<file path="config.mk">
export PLATFORM = sky130hd
export DESIGN_NAME = ivf_top
export DESIGN_NICKNAME = d
export VERILOG_FILES = /design/src/inc/ivf_pkg.sv /design/src/ivf_guard.sv /design/src/ivf_top.sv
export SDC_FILE = /design/constraint.sdc
export NUM_CORES = 1
export LEC_CHECK = 0
export ABC_AREA = 1
export ABC_CLOCK_PERIOD_IN_PS = 1700
export BUFFER_PORTS_ARGS = -buffer_cell sky130_fd_sc_hd__buf_2
export CAP_MARGIN = 30
export CORE_ASPECT_RATIO = 1.1
export CORE_MARGIN = 5
export CORE_UTILIZATION = 54
export DETAILED_ROUTE_END_ITERATION = 10
export GPL_TIMING_DRIVEN = 0
export PLACE_DENSITY_LB_ADDON = 0.1
export SETUP_SLACK_MARGIN = 0.4
export SLEW_MARGIN = 25
export SYNTH_ARGS = -nofsm -noshare
export SYNTH_HDL_FRONTEND = slang
export SYNTH_SLANG_ARGS = --single-unit
</file>
<file path="constraint.sdc">
create_clock -name SYS_CLK -period 1.7 [get_ports SYS_CLK]
set_input_delay 0.085 -clock SYS_CLK [delete_from_list [all_inputs] [get_ports SYS_CLK]]
set_output_delay 0.085 -clock SYS_CLK [all_outputs]
set_load 0.02 [all_outputs]
</file>
<file path="src/inc/ivf_pkg.sv">
// Package of constants and types for the input voltage fault supervisor
// -----------------------------------------------------------------------------
// -----------------------------------------------------------------------------
package ivf_pkg;

    // -------------------------------------------------------------------------
    // Register offsets
    // -------------------------------------------------------------------------
    localparam logic [7:0] IVF_OFS_LOW_LIMIT = 8'h00;
    localparam logic [7:0] IVF_OFS_LOW_ACTION = 8'h04;
    localparam logic [7:0] IVF_OFS_HIGH_LIMIT = 8'h08;
    localparam logic [7:0] IVF_OFS_HIGH_ACTION = 8'h0c;
    localparam logic [7:0] IVF_OFS_DELAY = 8'h10;
    localparam logic [7:0] IVF_OFS_CONTROL = 8'h14;
    localparam logic [7:0] IVF_OFS_STATUS = 8'h18;
    localparam logic [7:0] IVF_OFS_CLEAR = 8'h1c;
    localparam logic [7:0] IVF_OFS_ENABLE = 8'h20;
    localparam logic [7:0] IVF_OFS_RATIO = 8'h24;
    localparam logic [7:0] IVF_OFS_LIVE = 8'h28;

    // -------------------------------------------------------------------------
    // Field positions
    // -------------------------------------------------------------------------
    localparam int IVF_BIT_UV = 0;
    localparam int IVF_BIT_OV = 1;
    localparam int IVF_BIT_CTL_ENABLE = 0;
    localparam int IVF_BIT_CTL_CLEAR = 1;
    localparam int IVF_BIT_LIVE_OUT = 0;
    localparam int IVF_BIT_LIVE_UV = 1;
    localparam int IVF_BIT_LIVE_OV = 2;
    localparam int IVF_BIT_LIVE_LATCH = 3;
    localparam int IVF_BIT_LIVE_LOCK = 4;

    // -------------------------------------------------------------------------
    // Reset values and limits
    // -------------------------------------------------------------------------
    localparam logic [15:0] IVF_RST_LOW_LIMIT = 16'h0000;
    localparam logic [15:0] IVF_RST_HIGH_LIMIT = 16'hffff;
    localparam logic [1:0] IVF_RST_ACTION = 2'h3;
    localparam logic [31:0] IVF_RST_DELAY = 32'h0000_0010;
    localparam logic [7:0] IVF_RATIO_MIN = 8'h19;
    localparam logic [7:0] IVF_RATIO_MAX = 8'h42;

    // -------------------------------------------------------------------------
    // Types
    // -------------------------------------------------------------------------
    typedef enum logic [1:0] {
        IVF_ACT_IGNORE,
        IVF_ACT_DELAYED,
        IVF_ACT_LATCHED,
        IVF_ACT_RETRY
    } ivf_action_type;

    typedef enum logic [1:0] {
        IVF_ST_RUN,
        IVF_ST_WAIT,
        IVF_ST_LATCHED,
        IVF_ST_RETRY
    } ivf_state_type;

    typedef struct packed {
        logic [7:0] addr;
        logic [31:0] wdata;
        logic wr;
        logic rd;
    } ivf_bus_req_type;

    typedef struct packed {
        logic [15:0] value;
        logic valid;
    } ivf_sample_type;

endpackage

</file>
<file path="src/ivf_guard.sv">
// One threshold guard: compare, action state machine and shutdown request
`timescale 1ns/1ps
module ivf_guard (
    input wire logic clk,
    input wire logic rst,
    input wire logic is_high,
    input wire ivf_pkg::ivf_sample_type sample,
    input wire logic [15:0] limit,
    input wire ivf_pkg::ivf_action_type action,
    input wire logic [31:0] delay,
    input wire logic clear,
    input wire logic enable_rise,
    output logic fault,
    output logic shut,
    output logic latched
);
    typedef struct packed {
        ivf_pkg::ivf_state_type st;
        logic fault;
        logic [31:0] cnt;
    } ivf_guard_state_type;

    ivf_guard_state_type s_q, s_d;
    logic beyond;

    // -------------------------------------------------------------------------
    // Compare and act
    // -------------------------------------------------------------------------
    always_comb begin
        s_d = s_q;
        beyond = is_high ? (sample.value > limit) : (sample.value < limit);
        if (sample.valid) begin
            s_d.fault = beyond;
        end
        unique case (s_q.st)
            ivf_pkg::IVF_ST_RUN: begin
                if (s_d.fault) begin
                    unique case (action)
                        ivf_pkg::IVF_ACT_IGNORE: s_d.st = ivf_pkg::IVF_ST_RUN;
                        ivf_pkg::IVF_ACT_DELAYED: begin
                            s_d.st = ivf_pkg::IVF_ST_WAIT;
                            s_d.cnt = delay;
                        end
                        ivf_pkg::IVF_ACT_LATCHED: s_d.st = ivf_pkg::IVF_ST_LATCHED;
                        ivf_pkg::IVF_ACT_RETRY: s_d.st = ivf_pkg::IVF_ST_RETRY;
                    endcase
                end
            end
            ivf_pkg::IVF_ST_WAIT: begin
                if (s_q.cnt == 32'h0000_0000) begin
                    s_d.st = s_d.fault ? ivf_pkg::IVF_ST_LATCHED : ivf_pkg::IVF_ST_RUN;
                end else begin
                    s_d.cnt = s_q.cnt - 32'h0000_0001;
                end
            end
            ivf_pkg::IVF_ST_LATCHED: begin
                if (clear || enable_rise) begin
                    s_d.st = ivf_pkg::IVF_ST_RUN;
                end
            end
            ivf_pkg::IVF_ST_RETRY: begin
                if (!s_d.fault) begin
                    s_d.st = ivf_pkg::IVF_ST_RUN;
                end
            end
        endcase
    end

    always_ff @(posedge clk) begin
        if (rst) begin
            s_q <= '0;
        end else begin
            s_q <= s_d;
        end
    end

    assign fault = s_q.fault;
    assign shut = (s_q.st == ivf_pkg::IVF_ST_LATCHED) || (s_q.st == ivf_pkg::IVF_ST_RETRY);
    assign latched = (s_q.st == ivf_pkg::IVF_ST_LATCHED);

endmodule // ivf_guard

</file>
<file path="src/ivf_top.sv">
// Input voltage fault supervisor top with register port and resonance clamp
`timescale 1ns/1ps
module ivf_top (
    input wire logic SYS_CLK,
    input wire logic SRST,
    input wire logic [7:0] ADDR,
    input wire logic [31:0] WDATA,
    input wire logic WR,
    input wire logic RD,
    output logic [31:0] RDATA,
    input wire logic [15:0] VIN_SAMPLE,
    input wire logic VIN_VALID,
    input wire logic [15:0] RATIO_IN,
    input wire logic RATIO_VALID,
    input wire logic LOCKOUT,
    input wire logic REMOTE_ON,
    output logic OUTPUT_ENABLE,
    output logic FAULT_ALERT_PIN,
    output logic IRQ
);
    typedef struct packed {
        logic [15:0] low_limit;
        ivf_pkg::ivf_action_type low_action;
        logic [15:0] high_limit;
        ivf_pkg::ivf_action_type high_action;
        logic [31:0] delay;
        logic sw_enable;
        logic [1:0] status;
        logic [1:0] irq_en;
        logic [15:0] ratio;
        logic run_q;
        logic [31:0] rdata;
        logic out_en;
        logic alert;
        logic irq;
    } ivf_top_state_type;

    ivf_top_state_type s_q, s_d;
    ivf_pkg::ivf_bus_req_type req;
    ivf_pkg::ivf_sample_type smp;
    logic uv_fault, ov_fault, uv_shut, ov_shut, uv_latch, ov_latch;
    logic clear, run_req, enable_rise, wr_ok;

    // Clamp the integer part of an 8.8 ratio to the allowed window
    function automatic logic [15:0] clamp_ratio(input logic [15:0] r);
        if (r[15:8] < ivf_pkg::IVF_RATIO_MIN) begin
            return {ivf_pkg::IVF_RATIO_MIN, 8'h00};
        end else if (r[15:8] >= ivf_pkg::IVF_RATIO_MAX) begin
            return {ivf_pkg::IVF_RATIO_MAX, 8'h00};
        end else begin
            return r;
        end
    endfunction

    // -------------------------------------------------------------------------
    // Bus and command decode
    // -------------------------------------------------------------------------
    assign req = '{addr: ADDR, wdata: WDATA, wr: WR, rd: RD};
    assign smp = '{value: VIN_SAMPLE, valid: VIN_VALID};
    assign wr_ok = req.wr && !LOCKOUT;
    assign clear = wr_ok && (req.addr == ivf_pkg::IVF_OFS_CONTROL) &&
        req.wdata[ivf_pkg::IVF_BIT_CTL_CLEAR];
    assign run_req = s_q.sw_enable && REMOTE_ON && !LOCKOUT;
    assign enable_rise = run_req && !s_q.run_q;

    ivf_guard u_low (
        .clk(SYS_CLK),
        .rst(SRST),
        .is_high(1'b0),
        .sample(smp),
        .limit(s_q.low_limit),
        .action(s_q.low_action),
        .delay(s_q.delay),
        .clear(clear),
        .enable_rise(enable_rise),
        .fault(uv_fault),
        .shut(uv_shut),
        .latched(uv_latch)
    );

    ivf_guard u_high (
        .clk(SYS_CLK),
        .rst(SRST),
        .is_high(1'b1),
        .sample(smp),
        .limit(s_q.high_limit),
        .action(s_q.high_action),
        .delay(s_q.delay),
        .clear(clear),
        .enable_rise(enable_rise),
        .fault(ov_fault),
        .shut(ov_shut),
        .latched(ov_latch)
    );

    // -------------------------------------------------------------------------
    // Next state
    // -------------------------------------------------------------------------
    always_comb begin
        s_d = s_q;
        s_d.run_q = run_req;
        if (wr_ok) begin
            unique case (req.addr)
                ivf_pkg::IVF_OFS_LOW_LIMIT: s_d.low_limit = req.wdata[15:0];
                ivf_pkg::IVF_OFS_LOW_ACTION:
                    s_d.low_action = ivf_pkg::ivf_action_type'(req.wdata[1:0]);
                ivf_pkg::IVF_OFS_HIGH_LIMIT: s_d.high_limit = req.wdata[15:0];
                ivf_pkg::IVF_OFS_HIGH_ACTION:
                    s_d.high_action = ivf_pkg::ivf_action_type'(req.wdata[1:0]);
                ivf_pkg::IVF_OFS_DELAY: s_d.delay = req.wdata;
                ivf_pkg::IVF_OFS_CONTROL: s_d.sw_enable = req.wdata[ivf_pkg::IVF_BIT_CTL_ENABLE];
                ivf_pkg::IVF_OFS_CLEAR: s_d.status = s_q.status & ~req.wdata[1:0];
                ivf_pkg::IVF_OFS_ENABLE: s_d.irq_en = req.wdata[1:0];
                default: s_d.status = s_q.status;
            endcase
        end
        if (clear) begin
            s_d.status = 2'b00;
        end
        if (uv_fault) begin
            s_d.status[ivf_pkg::IVF_BIT_UV] = 1'b1;
        end
        if (ov_fault) begin
            s_d.status[ivf_pkg::IVF_BIT_OV] = 1'b1;
        end
        if (RATIO_VALID) begin
            s_d.ratio = clamp_ratio(RATIO_IN);
        end
        s_d.out_en = run_req && !uv_shut && !ov_shut;
        s_d.alert = |s_d.status;
        s_d.irq = |(s_d.status & s_d.irq_en);
        s_d.rdata = 32'h0000_0000;
        if (req.rd) begin
            unique case (req.addr)
                ivf_pkg::IVF_OFS_LOW_LIMIT: s_d.rdata = {16'h0000, s_q.low_limit};
                ivf_pkg::IVF_OFS_LOW_ACTION: s_d.rdata = {30'h0, s_q.low_action};
                ivf_pkg::IVF_OFS_HIGH_LIMIT: s_d.rdata = {16'h0000, s_q.high_limit};
                ivf_pkg::IVF_OFS_HIGH_ACTION: s_d.rdata = {30'h0, s_q.high_action};
                ivf_pkg::IVF_OFS_DELAY: s_d.rdata = s_q.delay;
                ivf_pkg::IVF_OFS_CONTROL: s_d.rdata = {31'h0, s_q.sw_enable};
                ivf_pkg::IVF_OFS_STATUS: s_d.rdata = {30'h0, s_q.status};
                ivf_pkg::IVF_OFS_ENABLE: s_d.rdata = {30'h0, s_q.irq_en};
                ivf_pkg::IVF_OFS_RATIO: s_d.rdata = {16'h0000, s_q.ratio};
                ivf_pkg::IVF_OFS_LIVE: s_d.rdata = {27'h0, LOCKOUT, uv_latch | ov_latch,
                    ov_fault, uv_fault, s_q.out_en};
                default: s_d.rdata = 32'h0000_0000;
            endcase
        end
    end

    // -------------------------------------------------------------------------
    // State register
    // -------------------------------------------------------------------------
    always_ff @(posedge SYS_CLK) begin
        if (SRST) begin
            s_q <= '0;
            s_q.low_limit <= ivf_pkg::IVF_RST_LOW_LIMIT;
            s_q.high_limit <= ivf_pkg::IVF_RST_HIGH_LIMIT;
            s_q.low_action <= ivf_pkg::ivf_action_type'(ivf_pkg::IVF_RST_ACTION);
            s_q.high_action <= ivf_pkg::ivf_action_type'(ivf_pkg::IVF_RST_ACTION);
            s_q.delay <= ivf_pkg::IVF_RST_DELAY;
            s_q.ratio <= {ivf_pkg::IVF_RATIO_MIN, 8'h00};
        end else begin
            s_q <= s_d;
        end
    end

    assign RDATA = s_q.rdata;
    assign OUTPUT_ENABLE = s_q.out_en;
    assign FAULT_ALERT_PIN = s_q.alert;
    assign IRQ = s_q.irq;

endmodule // ivf_top

</file>
== Word-level counts from Yosys, hierarchy flattened ==
Index checks and enable logic that the tools add are counted.

* Bits of input ports: 80
* Bits in registers: 195

* Bitwise gates (word level): 5
* Equal/unequal tests: 34
* Reduce and logical (&&, ||, !) cells: 37
* Multiplexer cells: 32
* Magnitude comparators: 4
* $add $sub $neg: 2

{| class="wikitable"
|+ Operators with widths
! operator !! number
|-
| case mux 32 bit (10 select lines) || 1
|-
| two-way mux 32 bit || 6
|-
| case mux 32 bit (2 select lines) || 2
|-
| zero test 32 bit || 2
|-
| subtractor 32 x 1 -> 32 bit, second input constant || 2
|-
| == test 8 x 5 -> 1 bit, second input constant || 4
|-
| two-way mux 16 bit || 2
|-
| case mux 2 bit (4 select lines) || 4
|-
| == test 8 x 6 -> 1 bit, second input constant || 3
|-
| two-way mux 2 bit || 12
|-
| == test 2 bit, second input constant || 8
|-
| == test 8 x 4 -> 1 bit, second input constant || 2
|-
| greater-than comparator 16 bit || 1
|-
| less-than comparator 16 bit || 1
|-
| AND reduction 4 bit || 4
|-
| inequality test 2 x 1 -> 1 bit, second input constant || 6
|-
| inequality test 2 bit, second input constant || 6
|-
| AND reduction 2 bit || 6
|-
| == test 2 x 1 -> 1 bit, second input constant || 4
|-
| == test 8 x 3 -> 1 bit, second input constant || 1
|-
| greater-or-equal comparator 8 x 7 -> 1 bit, second input constant || 1
|-
| logical AND 1 bit || 8
|-
| zero test 2 bit || 4
|-
| zero test 8 bit || 1
|-
| 11 further kinds || 23
|}

== Logic depth before layout (Yosys ltp) ==
* Word-level depth: 8
* Gate-level depth with buffers: 19
* Depth with buffers taken out: 18

== Cells and area by module ==
A second synthesis with hierarchy kept.

* Cells, all modules: 1766
* Area, all modules: 11557.3 sq um

{| class="wikitable"
|+ By module, submodules not included
! module !! instances !! area each (sq um) !! sequential area each (sq um) !! cells an instance
|-
| ivf_top || 1 || 5402.7 || 2502.4 || 718
|-
| ivf_guard (u_low) || 1 || 3138.0 || 700.7 || 541
|-
| ivf_guard (u_high) || 1 || 3016.6 || 700.7 || 507
|}

== Worst setup path before layout ==
Ideal clock, no wire load.

* Path type: register to register
* From: register s_q[124] in the netlist's numbering
* To: register u_low.s_q[27] in the netlist's numbering
* Path slack: -149 ps
* Period minus slack after synthesis: 1849 ps
* Library setup time: 143 ps
* Stages on the path, launching flop included: 15
* Data required time: 1557 ps
* Arrival: 1706 ps
* Cell sequence: dfxtp_1 inv_1 ha_1 nand2_1 inv_1 nand3_1 a31oi_1 nor2_1 nand2_1 nand3_1 nand2_8 inv_4 buf_6 nand2_1 a21oi_2

* Longest elaborated chain between the ends: 4

{| class="wikitable"
|+ Ends and longest elaborated chain
! item !! line !! text
|-
| from (decl) || ivf_top.sv:38 || <nowiki>ivf_top_state_type s_q, s_d;</nowiki>
|-
| less-than comparator 16 bit || ivf_guard.sv:31 || <nowiki>beyond = is_high ? (sample.value > limit) : (sample.value < limit);</nowiki>
|-
| two-way mux 1 bit || ivf_guard.sv:32 || <nowiki>if (sample.valid) begin</nowiki>
|-
| inequality test 2 x 1 -> 1 bit (no line) || -- ||
|-
| AND reduction 4 bit (no line) || -- ||
|-
| to (signal assigned) || ivf_guard.sv:71 || <nowiki>s_q <= '0;</nowiki>
|-
| to (signal assigned) || ivf_guard.sv:73 || <nowiki>s_q <= s_d;</nowiki>
|-
| to (decl) || ivf_guard.sv:23 || <nowiki>ivf_guard_state_type s_q, s_d;</nowiki>
|}

No other way between the ends.
A chain may end at the register's enable or synchronous reset.

== Worst setup path after layout ==
* From: register s_q[120] in the netlist's numbering
* To: register u_low.s_q[9] in the netlist's numbering

Same word-level chain as after synthesis.

==> flow_metrics.tcl <==
set metrics [dict create \
    syn_nets 1695 \
    endpoint_kind "register" \
    ant_nets 0 \
    grtUsageTotal_pct 31.3 \
    antenna_found_initial 0 \
    routed_via_density 5.63 \
    cts_tree "yes" \
    synth_common_cells "353 x nand2_1, 213 x nor2_1, 195 x dfxtp_1" \
    drv_slew 0 \
    min_period_ns 2.06 \
    path_clk_slew_ns 0.07 \
    start_util_pct 54.7 \
    worstPathArrival_ns 2.44 \
    synth.area.top_cells "dfxtp_1 36%, nand2_1 12%, nor2_1 7.4%" \
    ios 115 \
    post-route-util_pct 71.5 \
    grt_pass1_vias 11000 \
    max-slew-margin-rel_pct 36.6 \
    finalCritPeriodShare_pct 121 \
    die_x_um 145 \
    top_layer "met4" \
    wl_met3_um 2780 \
    area_growth_pct 30.7 \
    seq_area_frac_synth_pct 36.0 \
    insertion_delay_ns 0.46 \
    synth-edff-count 0 \
    drive_above_1_share_pct 28.7 \
    cts-root-buf "clkbuf_16" \
    cts_max_level 4 \
    clockBufferDepth 2 \
    worstRegToRegCells 14 \
    grt_max_degree 19 \
    worstPathRequired_ns 2.08 \
    grt-ovfl-total 0 \
    crit_path_max_incr_delay_ns 0.33 \
    cts_sinks 195 \
    final_cells 2052 \
    setup_viol 68 \
    leakage_uw 0.00618 \
    finalHoldViolCount 1 \
    nets 1902 \
    num_vias 11600 \
    cp-start-kind "register" \
    dieArea_um2 23000 \
    rows 54 \
    crit_type "register to register" \
    clock_skew_ns 0.0123 \
    synth_ff_type "dfxtp_1" \
    dp_cells 1946 \
    grt_pass1_wl_um 57800 \
    ir_drop_v 0.00155 \
    io_buffers 114 \
    violations "negative hold slack, negative setup slack" \
    p_total_uw 19300 \
    path_cells "inv_2 > ha_4 > nand2_1 > inv_2 > nand3_2 > a31oi_4 > nor2_2 > nand2_2 > nand3_4 > nand2_8 > buf_12 > clkbuf_16 > nand2_2 > a21oi_2" \
    tightestPinTransition_ns 0.951 \
    p_per_area_nw_per_um2 1360 \
    drt_iter0_drc 1103 \
    numCtsBuffers 17 \
    status "finished, violations left" \
    synthesis.area_um2 10800 \
    cpMaxStageDelayCell "dfxtp_1" \
    drc 0 \
    dr_wl_met2_um 18000 \
    firstDrtPassIters 6 \
    setup_tns_ns -18.41 \
    syn_avg_cell_area_um2 6.85 \
    design.core.area_um2 19800 \
    cap_violations 0 \
    wl_met1_um 14800 \
    synth_cells 1580 \
    worst-path-max-fanout 5 \
    rsz0062_at_grt "true" \
    synth-seq-cells 195 \
    n_antenna_cell 0 \
    gp_congestion 0.945 \
    ys_warn_count 0 \
    wirelength_um 37800 \
    synthDistinctLibCells 56 \
    fin_ws_ns -0.355 \
    yosysTopAreaCellShare_pct 36.0 \
    routedWlPerCell_um 18.4 \
    hold_class "primary input to register" \
    max_freq_ghz 0.487 \
    synth_async_sr_flop_share_pct 0 \
    yosysTopAreaCell "dfxtp_1" \
    yosysMostFrequentCell "nand2_1" \
    dpl.hpwl_um 26900 \
    holdWs_ns -0.0132 \
    die_h_um 159 \
    preCtsSetupSlack_ns -0.447 \
    whs_path_depth 3 \
]
-- flip-flops by register name, indices dropped and copies added, names as in the netlist, 32 cells and up --
name / count
RDATA: 32
s_q: 90
u_high.s_q: 34
u_low.s_q: 34
-- layout by cell type, fill, tap and decap left out, types with 12 or more instances in the layout --
cell           instances
nand2_1              306
nor2_1               182
dfxtp_1              175
inv_1                137
buf_2                118
o21ai_0              109
a21oi_1               89
nand3_1               64
nand2_2               55
buf_4                 54
dlygate4sd3_1         43
a21oi_2               37
nor2_2                33
inv_2                 28
o21ai_1               25
clkbuf_1              23
o211ai_1              21
ha_4                  21
clkbuf_16             21
dfxtp_2               20
nor2_4                19
xor2_1                15
o22ai_1               14
ha_1                  13
nand2_4               12
buf_6                 12
-- through the flow --
stage | area, um^2 | hold WS (ns)
after floorplan | 11200 | 0.163
after global placement | 12000 | 0.320
after detailed placement | 12000 | 0.322
after CTS | 13700 | 0.000980
after global routing | 14200 | 0.0146
final | 14200 | -0.0132
-- final timing paths --
kind                          from                        end  slack, ns
min                       WDATA[1]         s_q[53]$_SDFF_PP0_      -0.01
max          s_q[120]$_SDFFE_PP0P_  u_low.s_q[9]$_SDFFE_PP0P_      -0.36
max reg2reg  s_q[120]$_SDFFE_PP0P_  u_low.s_q[9]$_SDFFE_PP0P_      -0.36
min reg2reg   s_q[79]$_SDFFE_PP0P_       RDATA[22]$_SDFF_PP0_       0.44
-- kinds of logic after synthesis --
| kind of cell | Yosys count | share of synthesized area [%] |
|---|---|---|
| and+or+nand+nor | 716 | 28.0 |
| buffers and inverters | 264 | 11.1 |
| xor gates and xnor gates | 26 | 2.10 |
| muxes | 1 | 0.0924 |
| DFF | 195 | 36.0 |
| AOI/OAI and AO/OA | 343 | 18.6 |
| adders and majority gates | 35 | 4.04 |
-- what timing repair did --
item / 4_1_cts / 5_1_grt
resized for setup: 115 / 119
hold endpoints to repair: 73 / 0
hold buffers: 45 / 0
buffers inserted: 16 / 7
cloned: 3 / 4
endpoints found under the setup margin: 132 / 137
pin swaps: 12 / 37
-- per-layer routing --
metal,up-vias,global-route usage (%)
li1,5563,-
met1,5311,37.5
met2,540,54.5
met3,145,4.84
met4,0,16.7
met5,-,0
-- power by group --
group	leakage, uW	switching (uW)	internal, uW
registers	0.00157	390	4840
logic	0.00434	6210	3870
clock network	0.000269	2010	2000
-- worst max-delay path: cells and delay by family, from the launching register on --
family	cells	cell delay, ns
buffers and inverters	4	0.42
and+or+nand+nor	7	0.65
DFF	1	0.33
adders and majority gates	1	0.27
AOI/OAI and AO/OA	2	0.31
-- area by class of cell --
class / count / area, um^2
plain buffers: 93 / 699
clock buffers: 19 / 453
clock inverters: 13 / 116
fillers: 1640 / 5640
inverters: 171 / 668
multi-input cells: 1121 / 6560
flip-flops and latches: 195 / 3930
well taps: 252 / 315
repair buffers: 188 / 1410
Power figures use the tool's default switching activity.
